## src/logic/acs_pkg.sv

```systemverilog
// Constants, register map and carrier types of the conversion sequencer.
// Assumes a 20 MHz main clock and an Avalon-MM slave with 32-bit data.
`default_nettype none
package acs_pkg;
	// Register word byte addresses
	localparam logic [3:0] ADDR_MODE = 4'h0; // conv_mode_reg
	localparam logic [3:0] ADDR_RESULT = 4'h4; // conv_result_reg
	localparam logic [3:0] ADDR_FLAG = 4'h8; // conv_done_flag, write 1 clears
	localparam logic [3:0] ADDR_REFSW = 4'hc; // ref_switch_reg
	// Mode register fields
	localparam int RUN_BIT = 7; // Run bit
	localparam int TRIG_BIT = 6; // hw_trigger_select
	localparam int TIME_HI_BIT = 5; // conv_time_hi
	localparam int TIME_LO_BIT = 4; // conv_time_lo
	localparam int CHAN_MSB = 3; // channel_select_field top
	localparam int CHAN_LSB = 1; // channel_select_field bottom
	localparam int SPEED_BIT = 0; // conv_time_speed
	localparam logic [7:0] MODE_RESET = 8'h01; // Mode after reset
	localparam logic [7:0] REFSW_RESET = 8'h00; // Switch closed after reset
	localparam logic [7:0] REFSW_OPEN = 8'h01; // Switch open value
	// Conversion time codes {hi,lo,speed}
	localparam logic [2:0] TCODE_80 = 3'h1; // 80 clock periods
	localparam logic [2:0] TCODE_100 = 3'h5; // 100 clock periods
	localparam int CONV_CLKS_80 = 80; // Conversion length, short code
	localparam int CONV_CLKS_100 = 100; // Conversion length, long code
	localparam int STEP_CLKS = 8; // Cycles per bit decision
	localparam int BITS = 8; // Result width
	// Sampling length derived so that sampling plus 8 steps fills the time
	localparam logic [6:0] SAMPLE_80 = 7'(CONV_CLKS_80 - BITS * STEP_CLKS);
	localparam logic [6:0] SAMPLE_100 = 7'(CONV_CLKS_100 - BITS * STEP_CLKS);
	localparam logic [6:0] STEP_LEN = 7'(STEP_CLKS);

	// Sequencer states
	typedef enum logic [1:0] {
		ACS_IDLE,
		ACS_WAIT_TRIG,
		ACS_SAMPLE,
		ACS_STEP
	} acs_state_t;

	// Analog side carrier
	typedef struct packed {
		logic [2:0] channel; // Selected analog input
		logic sample; // Sample-hold tracking
		logic [7:0] tap; // Tap selector code
	} acs_analog_t;
endpackage : acs_pkg
`default_nettype wire

```

## src/logic/acs_sar.sv

```systemverilog
// Successive approximation bit register: one decision per step, msb first.
// Assumes the comparator output is settled when step_i pulses.
`default_nettype none
module acs_sar (
	input wire logic clk_i, // Main clock
	input wire logic reset_i, // Sync reset, active high
	input wire logic clear_i, // Begin a new approximation
	input wire logic step_i, // Take one comparator decision
	input wire logic comp_i, // Input at or above tap
	output logic [7:0] trial_o, // Current tap code
	output logic last_o // Decision on bit 0 pending
);
	logic [7:0] approx_bit_register; // Kept bits
	logic [7:0] probe; // One-hot bit under trial
	logic [7:0] next_approx;
	logic [7:0] next_probe;

	// Next approximation
	always_comb begin
		next_approx = approx_bit_register;
		next_probe = probe;
		if (clear_i) begin
			next_approx = 8'h00;
			next_probe = 8'h80;
		end else if (step_i) begin
			// Keep or drop the trial bit, move down
			if (comp_i) begin
				next_approx = approx_bit_register | probe;
			end
			next_probe = {1'b0, probe[7:1]};
		end
	end

	// Register stage
	always_ff @(posedge clk_i) begin
		if (reset_i) begin
			approx_bit_register <= 8'h00;
			probe <= 8'h80;
		end else begin
			approx_bit_register <= next_approx;
			probe <= next_probe;
		end
	end

	assign trial_o = approx_bit_register | probe;
	assign last_o = probe[0];
endmodule : acs_sar
`default_nettype wire

```

## src/logic/acs_top.sv

```systemverilog
// Conversion sequencer for an 8-channel 8-bit successive approximation converter.
// Assumes an external comparator and tap selector, a one-cycle trigger pulse and
// an Avalon-MM master; the block runs only on the main system clock.
//
// What this block does
// Convert repeatedly until run bit cleared
// Mode write reinitialises any conversion
// Result register needs no reset value
// Result equals rounded input over reference
// Mode bits 1..3 pick the channel
// Trigger mode waits in standby
// Trigger mode converts once per trigger
// Trigger mode write aborts, awaits trigger
// Run bit zero write stops at once
// Software mode starts without waiting
// Software mode converts back to back
// Software mode write restarts with new settings
// Result load and done request together
// Mode write leaves done flag alone
// Software clears flag before restarting
// Runs from main clock only
// Switch register 00 closes, 01 opens
// Software avoids port reads while converting
// Mode resets to 01H
// Eight decisions, bit 7 to 0
// Time codes give 80 or 100 cycles
// Cycle counter paces sample and steps
// Trigger pulses outside standby ignored
//
// The address map and the Avalon-MM slave port were decided locally.
`default_nettype none
module acs_top (
	input wire logic clk_i, // Main system clock, 20 MHz
	input wire logic reset_i, // Sync reset, active high
	input wire logic [3:0] avs_address_i, // Byte address
	input wire logic avs_read_i, // Read request
	input wire logic avs_write_i, // Write request
	input wire logic [31:0] avs_writedata_i, // Write data
	input wire logic [3:0] avs_byteenable_i, // Byte lanes
	output logic [31:0] avs_readdata_o, // Read data
	output logic avs_waitrequest_o, // Stall
	input wire logic ext_trigger_input_i, // One-cycle trigger pulse
	input wire logic comp_i, // Input at or above tap
	output acs_pkg::acs_analog_t analog_o, // Channel, sample, tap
	output logic ref_switch_open_o, // Reference switch open
	output logic conv_done_request_o, // One-cycle completion pulse
	output logic busy_o // Conversion in progress
);
	////////////////////////////////////////////////////////////////////////
	// Bus slave
	logic [7:0] conv_mode_reg; // Mode register
	logic [7:0] conv_result_reg; // Result register
	logic conv_done_flag; // Sticky completion flag
	logic [7:0] ref_switch_reg; // Reference switch register
	logic ack; // Answer phase
	logic [31:0] rdata; // Read data register
	logic [7:0] next_mode;
	logic [7:0] next_refsw;
	logic next_ack;
	logic [31:0] next_rdata;
	logic mode_wr; // Mode written this cycle
	logic flag_clr; // Flag clear request
	logic req; // Request not yet answered
	logic stall; // Registered waitrequest, high while no answer stands

	assign req = (avs_read_i | avs_write_i) & ~ack;

	// Decode and register writes; answer one cycle after the request
	always_comb begin
		next_mode = conv_mode_reg;
		next_refsw = ref_switch_reg;
		next_ack = req;
		next_rdata = rdata;
		mode_wr = 1'b0;
		flag_clr = 1'b0;
		if (req && avs_write_i && avs_byteenable_i[0]) begin
			if (avs_address_i == acs_pkg::ADDR_MODE) begin
				next_mode = avs_writedata_i[7:0];
				mode_wr = 1'b1;
			end else if (avs_address_i == acs_pkg::ADDR_FLAG) begin
				flag_clr = avs_writedata_i[0];
			end else if (avs_address_i == acs_pkg::ADDR_REFSW) begin
				next_refsw = avs_writedata_i[7:0];
			end
		end
		if (req && avs_read_i) begin
			if (avs_address_i == acs_pkg::ADDR_MODE) begin
				next_rdata = {24'h000000, conv_mode_reg};
			end else if (avs_address_i == acs_pkg::ADDR_RESULT) begin
				next_rdata = {24'h000000, conv_result_reg};
			end else if (avs_address_i == acs_pkg::ADDR_FLAG) begin
				next_rdata = {31'h00000000, conv_done_flag};
			end else if (avs_address_i == acs_pkg::ADDR_REFSW) begin
				next_rdata = {24'h000000, ref_switch_reg};
			end else begin
				// Unmapped reads return zero
				next_rdata = 32'h00000000;
			end
		end
	end

	// Register stage of the slave
	always_ff @(posedge clk_i) begin
		if (reset_i) begin
			conv_mode_reg <= acs_pkg::MODE_RESET;
			ref_switch_reg <= acs_pkg::REFSW_RESET;
			ack <= 1'b0;
			stall <= 1'b1;
			rdata <= 32'h00000000;
		end else begin
			conv_mode_reg <= next_mode;
			ref_switch_reg <= next_refsw;
			ack <= next_ack;
			stall <= ~next_ack;
			rdata <= next_rdata;
		end
	end

	assign avs_readdata_o = rdata;
	assign avs_waitrequest_o = stall;

	////////////////////////////////////////////////////////////////////////
	// Sequencer
	acs_pkg::acs_state_t state; // Sequencer state
	acs_pkg::acs_state_t next_state;
	logic [6:0] count; // Cycle counter
	logic [6:0] next_count;
	logic sar_clear; // Start new approximation
	logic sar_step; // Take a decision
	logic [7:0] trial; // Tap code under trial
	logic sar_last; // Bit 0 under trial
	logic done; // Completion this cycle
	logic [6:0] sample_len; // Sampling length for code
	logic run_new; // Run bit of the written value
	logic trig_new; // Trigger select of the written value

	assign run_new = avs_writedata_i[acs_pkg::RUN_BIT];
	assign trig_new = avs_writedata_i[acs_pkg::TRIG_BIT];

	// Sampling length from the time code, which is 80 or 100 cycles
	always_comb begin
		if ({conv_mode_reg[acs_pkg::TIME_HI_BIT], conv_mode_reg[acs_pkg::TIME_LO_BIT],
			conv_mode_reg[acs_pkg::SPEED_BIT]} == acs_pkg::TCODE_100) begin
			sample_len = acs_pkg::SAMPLE_100;
		end else begin
			// Prohibited codes fall back to the short time
			sample_len = acs_pkg::SAMPLE_80;
		end
	end

	// Next state of the sequencer
	always_comb begin
		next_state = state;
		next_count = count;
		sar_clear = 1'b0;
		sar_step = 1'b0;
		done = 1'b0;
		if (mode_wr) begin
			// Any mode write reinitialises the conversion
			sar_clear = 1'b1;
			next_count = 7'h00;
			if (!run_new) begin
				next_state = acs_pkg::ACS_IDLE;
			end else if (trig_new) begin
				next_state = acs_pkg::ACS_WAIT_TRIG;
			end else begin
				next_state = acs_pkg::ACS_SAMPLE;
			end
		end else begin
			case (state)
				acs_pkg::ACS_IDLE: begin
					next_state = acs_pkg::ACS_IDLE;
				end
				acs_pkg::ACS_WAIT_TRIG: begin
					// Only a standby trigger starts work
					if (ext_trigger_input_i) begin
						next_state = acs_pkg::ACS_SAMPLE;
						next_count = 7'h00;
						sar_clear = 1'b1;
					end
				end
				acs_pkg::ACS_SAMPLE: begin
					// Count out the sampling time
					if (count == sample_len - 7'h01) begin
						next_state = acs_pkg::ACS_STEP;
						next_count = 7'h00;
					end else begin
						next_count = count + 7'h01;
					end
				end
				acs_pkg::ACS_STEP: begin
					if (count == acs_pkg::STEP_LEN - 7'h01) begin
						sar_step = 1'b1;
						next_count = 7'h00;
						if (sar_last) begin
							done = 1'b1;
							sar_clear = 1'b1;
							if (conv_mode_reg[acs_pkg::TRIG_BIT]) begin
								next_state = acs_pkg::ACS_WAIT_TRIG;
							end else begin
								next_state = acs_pkg::ACS_SAMPLE;
							end
						end
					end else begin
						next_count = count + 7'h01;
					end
				end
				default: begin
					next_state = acs_pkg::ACS_IDLE;
				end
			endcase
		end
	end

	// Register stage of the sequencer
	always_ff @(posedge clk_i) begin
		if (reset_i) begin
			state <= acs_pkg::ACS_IDLE;
			count <= 7'h00;
		end else begin
			state <= next_state;
			count <= next_count;
		end
	end

	// Bit decisions; the comparator makes the result the rounded ratio
	acs_sar u_sar (
		.clk_i(clk_i),
		.reset_i(reset_i),
		.clear_i(sar_clear),
		.step_i(sar_step),
		.comp_i(comp_i),
		.trial_o(trial),
		.last_o(sar_last)
	);

	////////////////////////////////////////////////////////////////////////
	// Result, flag and outputs
	logic next_flag;
	logic [7:0] next_result;
	logic done_q; // Registered done pulse
	logic [7:0] final_code; // Code with last decision

	assign final_code = comp_i ? trial : (trial & 8'hfe);

	// Flag: completion wins over clear, mode writes do not touch it
	always_comb begin
		next_flag = conv_done_flag;
		next_result = conv_result_reg;
		if (flag_clr) begin
			next_flag = 1'b0;
		end
		if (done) begin
			next_flag = 1'b1;
			next_result = final_code;
		end
	end

	// Result has no reset value
	always_ff @(posedge clk_i) begin
		conv_result_reg <= next_result;
	end

	// Flag and output registers, main clock only
	always_ff @(posedge clk_i) begin
		if (reset_i) begin
			conv_done_flag <= 1'b0;
			done_q <= 1'b0;
			analog_o <= '0;
			ref_switch_open_o <= 1'b0;
			busy_o <= 1'b0;
		end else begin
			conv_done_flag <= next_flag;
			done_q <= done;
			analog_o.channel <= next_mode[acs_pkg::CHAN_MSB:acs_pkg::CHAN_LSB];
			analog_o.sample <= (next_state == acs_pkg::ACS_SAMPLE);
			analog_o.tap <= trial;
			ref_switch_open_o <= (next_refsw == acs_pkg::REFSW_OPEN);
			busy_o <= (next_state == acs_pkg::ACS_SAMPLE) ||
				(next_state == acs_pkg::ACS_STEP);
		end
	end

	assign conv_done_request_o = done_q;

	////////////////////////////////////////////////////////////////////////
	// Checks
	stop_on_clear_a: assert property (@(posedge clk_i) disable iff (reset_i)
		mode_wr && !run_new |=> state == acs_pkg::ACS_IDLE)
		else $error("run bit clear did not stop");
	trig_standby_a: assert property (@(posedge clk_i) disable iff (reset_i)
		mode_wr && run_new && trig_new |=> state == acs_pkg::ACS_WAIT_TRIG)
		else $error("trigger mode did not enter standby");
	sw_start_a: assert property (@(posedge clk_i) disable iff (reset_i)
		mode_wr && run_new && !trig_new |=> state == acs_pkg::ACS_SAMPLE && count == 7'h00)
		else $error("software start did not begin sampling");
	done_pulse_a: assert property (@(posedge clk_i) disable iff (reset_i)
		done |=> conv_done_request_o && conv_done_flag && conv_result_reg == $past(final_code))
		else $error("result and done request not together");
	flag_kept_a: assert property (@(posedge clk_i) disable iff (reset_i)
		mode_wr && !flag_clr && conv_done_flag |=> conv_done_flag)
		else $error("mode write changed done flag");
	one_shot_a: assert property (@(posedge clk_i) disable iff (reset_i)
		done && conv_mode_reg[acs_pkg::TRIG_BIT] && !mode_wr |=> state == acs_pkg::ACS_WAIT_TRIG)
		else $error("trigger mode converted again without trigger");
	back_to_back_a: assert property (@(posedge clk_i) disable iff (reset_i)
		done && !conv_mode_reg[acs_pkg::TRIG_BIT] && !mode_wr |=> state == acs_pkg::ACS_SAMPLE)
		else $error("software mode did not continue");
	ignore_trig_a: assert property (@(posedge clk_i) disable iff (reset_i)
		state == acs_pkg::ACS_IDLE && !mode_wr |=> state == acs_pkg::ACS_IDLE)
		else $error("idle left without mode write");
	step_pace_a: assert property (@(posedge clk_i) disable iff (reset_i)
		sar_step |-> $past(sar_step, 1) == 1'b0 && count == acs_pkg::STEP_LEN - 7'h01)
		else $error("bit step off pace");
endmodule : acs_top
`default_nettype wire
```

## config.mk

```make
export PLATFORM = sky130hd
export DESIGN_NAME = acs_top
export DESIGN_NICKNAME = d
export VERILOG_FILES = /design/src/logic/acs_pkg.sv /design/src/logic/acs_sar.sv /design/src/logic/acs_top.sv
export SDC_FILE = /design/constraint.sdc
export NUM_CORES = 1
export LEC_CHECK = 0
export BUFFER_PORTS_ARGS = -buffer_cell sky130_fd_sc_hd__buf_2
export CAP_MARGIN = 20
export CORE_MARGIN = 4
export CORE_UTILIZATION = 57
export CTS_BUF_LIST = sky130_fd_sc_hd__clkbuf_2
export DETAILED_ROUTE_END_ITERATION = 16
export PLACE_DENSITY = 0.86
export SLEW_MARGIN = 20
export SYNTH_ARGS = -nofsm -noshare
export SYNTH_HDL_FRONTEND = slang
export SYNTH_SLANG_ARGS = --single-unit
export TNS_END_PERCENT = 5
```

## constraint.sdc

```tcl
create_clock -name clk_i -period 3.85 [get_ports clk_i]
set_input_delay 0.1925 -clock clk_i [delete_from_list [all_inputs] [get_ports clk_i]]
set_output_delay 0.1925 -clock clk_i [all_outputs]
set_load 0.1 [all_outputs]
```

## Word-level counts from Yosys, hierarchy flattened

Index checks and enable logic that the tools add are counted.

| word-level totals | value |
|---|---|
| register bits | 96 |
| bits in latches | 0 |
| bits in writable memories | 0 |
| memory bits (read-only) | 0 |
| bits of input ports | 46 |
| output and inout bits | 48 |
| logic and storage cells | 90 |
| memories | 0 |

| operators by class | value |
|---|---|
| $add $sub $neg | 2 |
| multiply operators | 0 |
| div/mod/pow operators | 0 |
| magnitude comparators | 0 |
| eq/ne operators | 13 |
| shift-type cells | 0 |
| multiplexer cells | 39 |
| bitwise gates (word level) | 5 |
| reduce and logical (&&, ||, !) cells | 13 |

Operators with widths:

| cell | number |
|---|---|
| $mux 8 | 8 |
| $mux 7 | 3 |
| $pmux 7 s3 | 1 |
| $mux 1 | 16 |
| $mux 2 | 8 |
| $eq 2x2->1 const B | 4 |
| $eq 4x4->1 const B | 2 |
| $eq 8x1->1 const B | 1 |
| $or 8x8->8 | 1 |
| $pmux 2 s4 | 1 |
| $add 7x1->7 const B | 1 |
| $eq 7x3->1 const B | 1 |
| $eq 7x7->1 | 1 |
| $sub 7x1->7 const B | 1 |
| $mux 6 | 1 |
| $reduce_and 2->1 | 3 |
| $eq 4x3->1 const B | 1 |
| $logic_not 4->1 | 1 |
| $reduce_or 2->1 | 2 |
| $eq 3x3->1 const B | 1 |
| $logic_and 1x1->1 | 3 |
| $reduce_bool 3->1 | 1 |
| $eq 2x1->1 const B | 1 |
| $logic_not 2->1 | 1 |
| other kinds (7) | 8 |

## Longest topological paths before layout

| depth | value |
|---|---|
| depth in word-level cells | 9 |
| depth in mapped cells | 8 |
| gate-level depth less buffers | 6 |

## Cells and area by module

A second synthesis with hierarchy kept.

| second synthesis, totals | value |
|---|---|
| cell total of the unflattened synthesis | 320 |
| area, all modules | 3134.3 um^2 |

By module, submodules not included:

| module | times used | cells an instance | area an instance (um^2) | seq. area each (um^2) |
|---|---|---|---|---|
| acs_top | 1 | 258 | 2519.9 | 1201.2 |
| acs_sar | 1 | 62 | 614.3 | 320.3 |

## Worst setup path before layout

No wires, ideal clock.

| timing path | value |
|---|---|
| kind | flip-flop to flip-flop |
| start | reg count[0] |
| end | reg conv_result_reg[0] (enable) |
| library setup time | 0.324 ns |
| data arrival time | 1.898 ns |
| required time | 3.526 ns |
| path slack | 1.628 ns |
| cell stages (with the launch flop) | 9 |
| path buffers | 2 |
| period minus slack after synthesis | 2.222 ns |
| cells stage by stage | dfxtp_1 -> ha_1 -> nor3b_1 -> and2_1 -> and3_1 -> buf_6 -> buf_6 -> nand2_1 -> inv_1 |

| between the ends | value |
|---|---|
| longest elaborated chain between the ends | 4 |

RTL lines:

| element | line | RTL |
|---|---|---|
| start: declaration | acs_top.sv:126 | `logic [6:0] count;` |
| start signal: assignment | acs_top.sv:222 | `count <= next_count;` |
| $eq 7x3->1 | acs_top.sv:192 | `if (count == acs_pkg::STEP_LEN - 7'h01) begin` |
| $mux 1 | acs_top.sv:192 |  |
| $mux 1 | acs_top.sv:170 | `case (state)` |
| $mux 1 | acs_top.sv:158 | `if (mode_wr) begin` |
| via done | acs_top.sv:132 | `logic done;` |
| end signal: assignment | acs_top.sv:261 | `conv_result_reg <= next_result;` |
| end: declaration | acs_top.sv:52 | `logic [7:0] conv_result_reg;` |

The timed path passes the listed nets, and every way through them passes these cells.
A chain may end at the register's enable or synchronous reset.

## Worst setup path after layout

| timing path | value |
|---|---|
| start | reg count[0] |
| end | reg conv_result_reg[5] (enable) |

Same word-level chain as after synthesis.

==> flow_results.org <==
** Placement
- The congestion estimate from routability-driven global placement came to roughly 0.83.
- Post-detailed-placement cell area :: roughly 3200 µm²
- The wire-length estimate of the detail-placed layout is 4590 µm.
- Port Buffer Count :: 42

** Floorplan
- 94 I/O pins were placed.
- From bottom edge to top edge, the die measures 81.8 µm.
- The initial utilization of the core area, before any placement, comes to 59.7%.
- Row Count :: 26
- Die Footprint :: between 6000 and 7000 µm²
- Overall die width :: 81.8 µm
- The core region is 5200 µm².

** Setup path
- Required @ worst endpoint :: 4.05 ns
- Together, buffers and inverters on the worst path number 1.
- Type of destination of the critical path :: flip-flop
- Critical path's top delay family :: simple AND/OR/NAND/NOR gates
- Critical-path top delay cell :: sky130_fd_sc_hd__nor3b_1
- In this design, the stage delay of the slowest critical-path cell is 0.57 ns.
- Critical Setup Path Class :: reg2reg
- For the worst setup path, the data arrival time is 3.05 ns.
- Crit-path max FO :: 16
- Walking the worst path, the cells encountered are ha_1 > nor3b_1 > and2_1 > and3_1 > nand2_1 > inv_1.
- Startpoint types :: flip-flop

** Drt
- Number of iterations in the first detailed-routing pass :: 4
- Length of routed met3 wiring :: 486 µm
- Detail Route Antenna Nets :: 0
- Via count :: 2573
- The detailed router put a total of 2860 µm of wire on met1.
- Using the TritonRoute via totals, the vias-per-cell ratio works out to about 5.6.
- The detailed router finished its first iteration with 157 violations.
- Summed over all nets, wire length on met2 after detailed routing comes to 3160 µm.
- The detailed router used layers up to and including met4.
- Wire length reported by the detailed router :: 6690 µm
- Number of design rule violations left after detail routing :: 0
- Routed wirelength normalized by instance count :: about 15 µm

** Status
- Run status :: finished clean

** Power and ir drop
- Maximum ir drop on the vdd rail :: 256 µV
- Of the total power, the clock network draws 36.9%.
- P_int :: 1.07 mW
- In this run, the combinational gates consume between 10% and 20% of the power.
- For this design the static power due to leakage is 1.47 nW.
- Net switching is 28.5% of the power.
- Pwr Density :: 429 nW/µm²
- Power dissipated by switching net loads :: 0.425 mW
- Register share of total power :: 51.2%

** Timing
- The clock arrives with 0.0370 ns of skew.
- Pins over their slew limit :: 0
- Headroom to the max-slew limit came out at 39.4%.
- Timing would allow up to 351 MHz.
- Final critical-path share of the clock period :: approximately three quarters
- Least-Margin Pin Slew :: about 0.9 ns
- Setup violations remaining at the end of the flow were counted as 0.
- Final Hold Vio Count :: 0
- Setup repair after global routing left no endpoint under its margin.
- Clock period minus worst slack :: 2.85 ns
- Final total negative setup slack :: 0 ns

** Yosys
- Mapped cell area :: 3110 µm²
- Synthesis warning total :: 0
- Synthesis inferred 72 register bits.
- In this run the mean area of a mapped cell was 9.03 µm².
- Share of synthesized area occupied by flip-flops and latches :: 49.0%
- Synthesis handed over a netlist of ~340 instances.
- Counting distinct cell types in the post-synthesis netlist gives 43.

** CTS
- Later-pin clock latency in the skew report :: 0.51 ns
- The clock drives 72 sinks.
- Post-cts resize count :: 0
- Clock tree root buffer cell :: sky130_fd_sc_hd__clkbuf_2
- TritonCTS created 9 clock buffers.
- The H-tree was split into 3 levels.
- TritonCTS built the clock tree.
- After clock tree synthesis, the clock-pin slew on the worst setup and hold paths is around 0.2 ns.
- The clock passes through at most 2 buffers.

** Layout
- Summing all non-filler instances in the final layout gives an area of 3480 µm².
- The register with the most flip-flops in the final layout is analog_o.
- The area growth from synthesis to layout is 11.9%.
- The post-route netlist has 18.2% of its cells at a drive strength greater than 1.
- Largest register FFs :: 12
- 0 antenna diodes ended up in the layout.
- For this run, the share of the core covered by cells in the final layout is 66.8%.
- Leaving out fill and tap cells, the most frequent cells in the layout are 64 x sky130_fd_sc_hd__dfxtp_1, 45 x sky130_fd_sc_hd__nand2_1, 42 x sky130_fd_sc_hd__buf_2.
- Most common cell after layout, fill and taps aside :: sky130_fd_sc_hd__dfxtp_1
- Number of nets at the end of the flow :: 433

** GRT
- Number of global-route vias before repair :: 2457
- The number of antenna violations at the first check in global routing is 0.
- Entering global routing, the biggest net connects 43 pins.
- Remaining global-route overflow :: 0
- Global-route wire length before repair :: 11000 µm
- Global routing used between 20% and 30% of the available tracks across all layers.

** Worst hold path
- Type of the worst min-delay path :: in2reg

** Run
- Reported max-cap violation count :: 0
==> what timing repair did <==
| item | CTS | global route |
|---|---|---|
| hold buffers | 10 | 0 |
| setup buffers | 0 | 0 |
| hold endpoints to repair | 19 | 0 |
| endpoints found under the setup margin | 0 | 0 |
==> tightest hold or removal path, delay by kind of cell <==
kind,cells,cell delay (ns)
compound gates,1,0.11
buf+inv,1,0.20
simple gates,1,0.07
==> per-layer routing <==
metal  vias to the layer above  GRT usage (%)
li1                       1225              -
met2                       108           34.8
met1                      1217           24.6
met4                         0           10.8
met5                         -              0
met3                        23           6.80
==> Yosys cell counts <==
library cell | n | area [µm²]
sky130_fd_sc_hd__nor2_1 | 34 | 128
sky130_fd_sc_hd__nor4_1 | 3 | 18.8
sky130_fd_sc_hd__and2_1 | 3 | 18.8
sky130_fd_sc_hd__inv_1 | 5 | 18.8
sky130_fd_sc_hd__nand4_1 | 1 | 6.26
sky130_fd_sc_hd__mux2_2 | 1 | 11.3
sky130_fd_sc_hd__or4b_1 | 1 | 10.0
sky130_fd_sc_hd__buf_6 | 2 | 22.5
sky130_fd_sc_hd__o21ai_2 | 1 | 8.76
sky130_fd_sc_hd__dfxtp_1 | 64 | 1280
sky130_fd_sc_hd__a21oi_1 | 23 | 115
sky130_fd_sc_hd__edfxtp_1 | 8 | 240
sky130_fd_sc_hd__nand3_1 | 10 | 50.1
sky130_fd_sc_hd__o31ai_1 | 3 | 22.5
sky130_fd_sc_hd__mux4_2 | 1 | 22.5
sky130_fd_sc_hd__o21a_1 | 1 | 7.51
sky130_fd_sc_hd__a21o_1 | 1 | 7.51
sky130_fd_sc_hd__nand2b_1 | 3 | 18.8
sky130_fd_sc_hd__clkbuf_1 | 11 | 41.3
sky130_fd_sc_hd__o311ai_0 | 1 | 8.76
sky130_fd_sc_hd__nor3b_1 | 1 | 7.51
sky130_fd_sc_hd__nand2_1 | 45 | 169
sky130_fd_sc_hd__nor3_1 | 3 | 15.0
sky130_fd_sc_hd__nand3b_1 | 4 | 30.0
sky130_fd_sc_hd__a22oi_1 | 9 | 67.6
sky130_fd_sc_hd__conb_1 | 1 | 3.75
sky130_fd_sc_hd__o41ai_1 | 1 | 8.76
sky130_fd_sc_hd__buf_4 | 27 | 203
sky130_fd_sc_hd__nor2b_1 | 8 | 50.1
sky130_fd_sc_hd__o21ai_0 | 14 | 70.1
sky130_fd_sc_hd__or4_1 | 2 | 15.0
sky130_fd_sc_hd__ha_1 | 1 | 12.5
sky130_fd_sc_hd__nand4b_1 | 2 | 17.5
sky130_fd_sc_hd__o211ai_1 | 1 | 7.51
sky130_fd_sc_hd__a31oi_1 | 9 | 56.3
sky130_fd_sc_hd__nor4bb_1 | 2 | 20.0
sky130_fd_sc_hd__a211o_1 | 1 | 8.76
sky130_fd_sc_hd__buf_2 | 5 | 25.0
sky130_fd_sc_hd__and3_1 | 3 | 18.8
sky130_fd_sc_hd__mux2i_1 | 15 | 150
sky130_fd_sc_hd__nor4b_1 | 4 | 35.0
sky130_fd_sc_hd__or2_2 | 8 | 50.1
sky130_fd_sc_hd__a32oi_1 | 1 | 8.76
==> through the flow <==
| stage | std cells | hold slack [ns] | power [mW] | worst slack (ns) |
|---|---|---|---|---|
| CTS | 461 | 0.0511 | 1.49 | 1.02 |
| finish | 461 | 0.0887 | 1.49 | 1.00 |
| floorplan | 367 | 0.317 | 0.943 | 1.63 |
| global placement | 435 | 0.438 | 0.944 | 1.09 |
| global route | 461 | 0.0568 | 1.54 | 0.789 |
| detailed placement | 435 | 0.441 | 0.945 | 1.03 |
==> path summary, 6_finish.rpt <==
path	start	cells after the start	endpoint	slack [ns]
setup reg to reg	count[0]	6	conv_result_reg[5]	1.00
setup / recovery	count[0]	6	conv_result_reg[5]	1.00
hold reg to reg	conv_mode_reg[4]	2	conv_mode_reg[4]	0.48
hold / removal	comp_i	3	u_sar.approx_bit_register[4]	0.09
==> final cells by class <==
type | instances | area, µm²
Clock buffer | 9 | 45.0
Clock inverter | 7 | 119
Fill cell | 417 | 1730
Inverter | 5 | 18.8
Multi-Input combinational cell | 245 | 1370
Sequential cell | 72 | 1520
Tap cell | 70 | 87.6
Timing Repair Buffer | 53 | 318
==> kinds of logic after synthesis <==
kind of cell	Yosys count	share of synthesized area [%]
compound gates	66	12.8
fa+ha+maj	1	0.403
buf+inv	50	9.98
flops	72	49.0
mux	17	5.92
other cells	1	0.121
simple gates	137	21.8
==> power groups by stage <==
| stage | Sequential [mW] | Clock (mW) | Combinational (mW) |
|---|---|---|---|
| 6_report | 0.764 | 0.550 | 0.177 |
| 5_1_grt | 0.765 | 0.591 | 0.184 |
| 4_1_cts | 0.764 | 0.557 | 0.175 |
| 3_5_place_dp | 0.779 | 0 | 0.166 |
| 3_3_place_gp | 0.779 | 0 | 0.166 |
| 2_1_floorplan | 0.792 | 0 | 0.152 |
(Power assumes the default switching activity.)
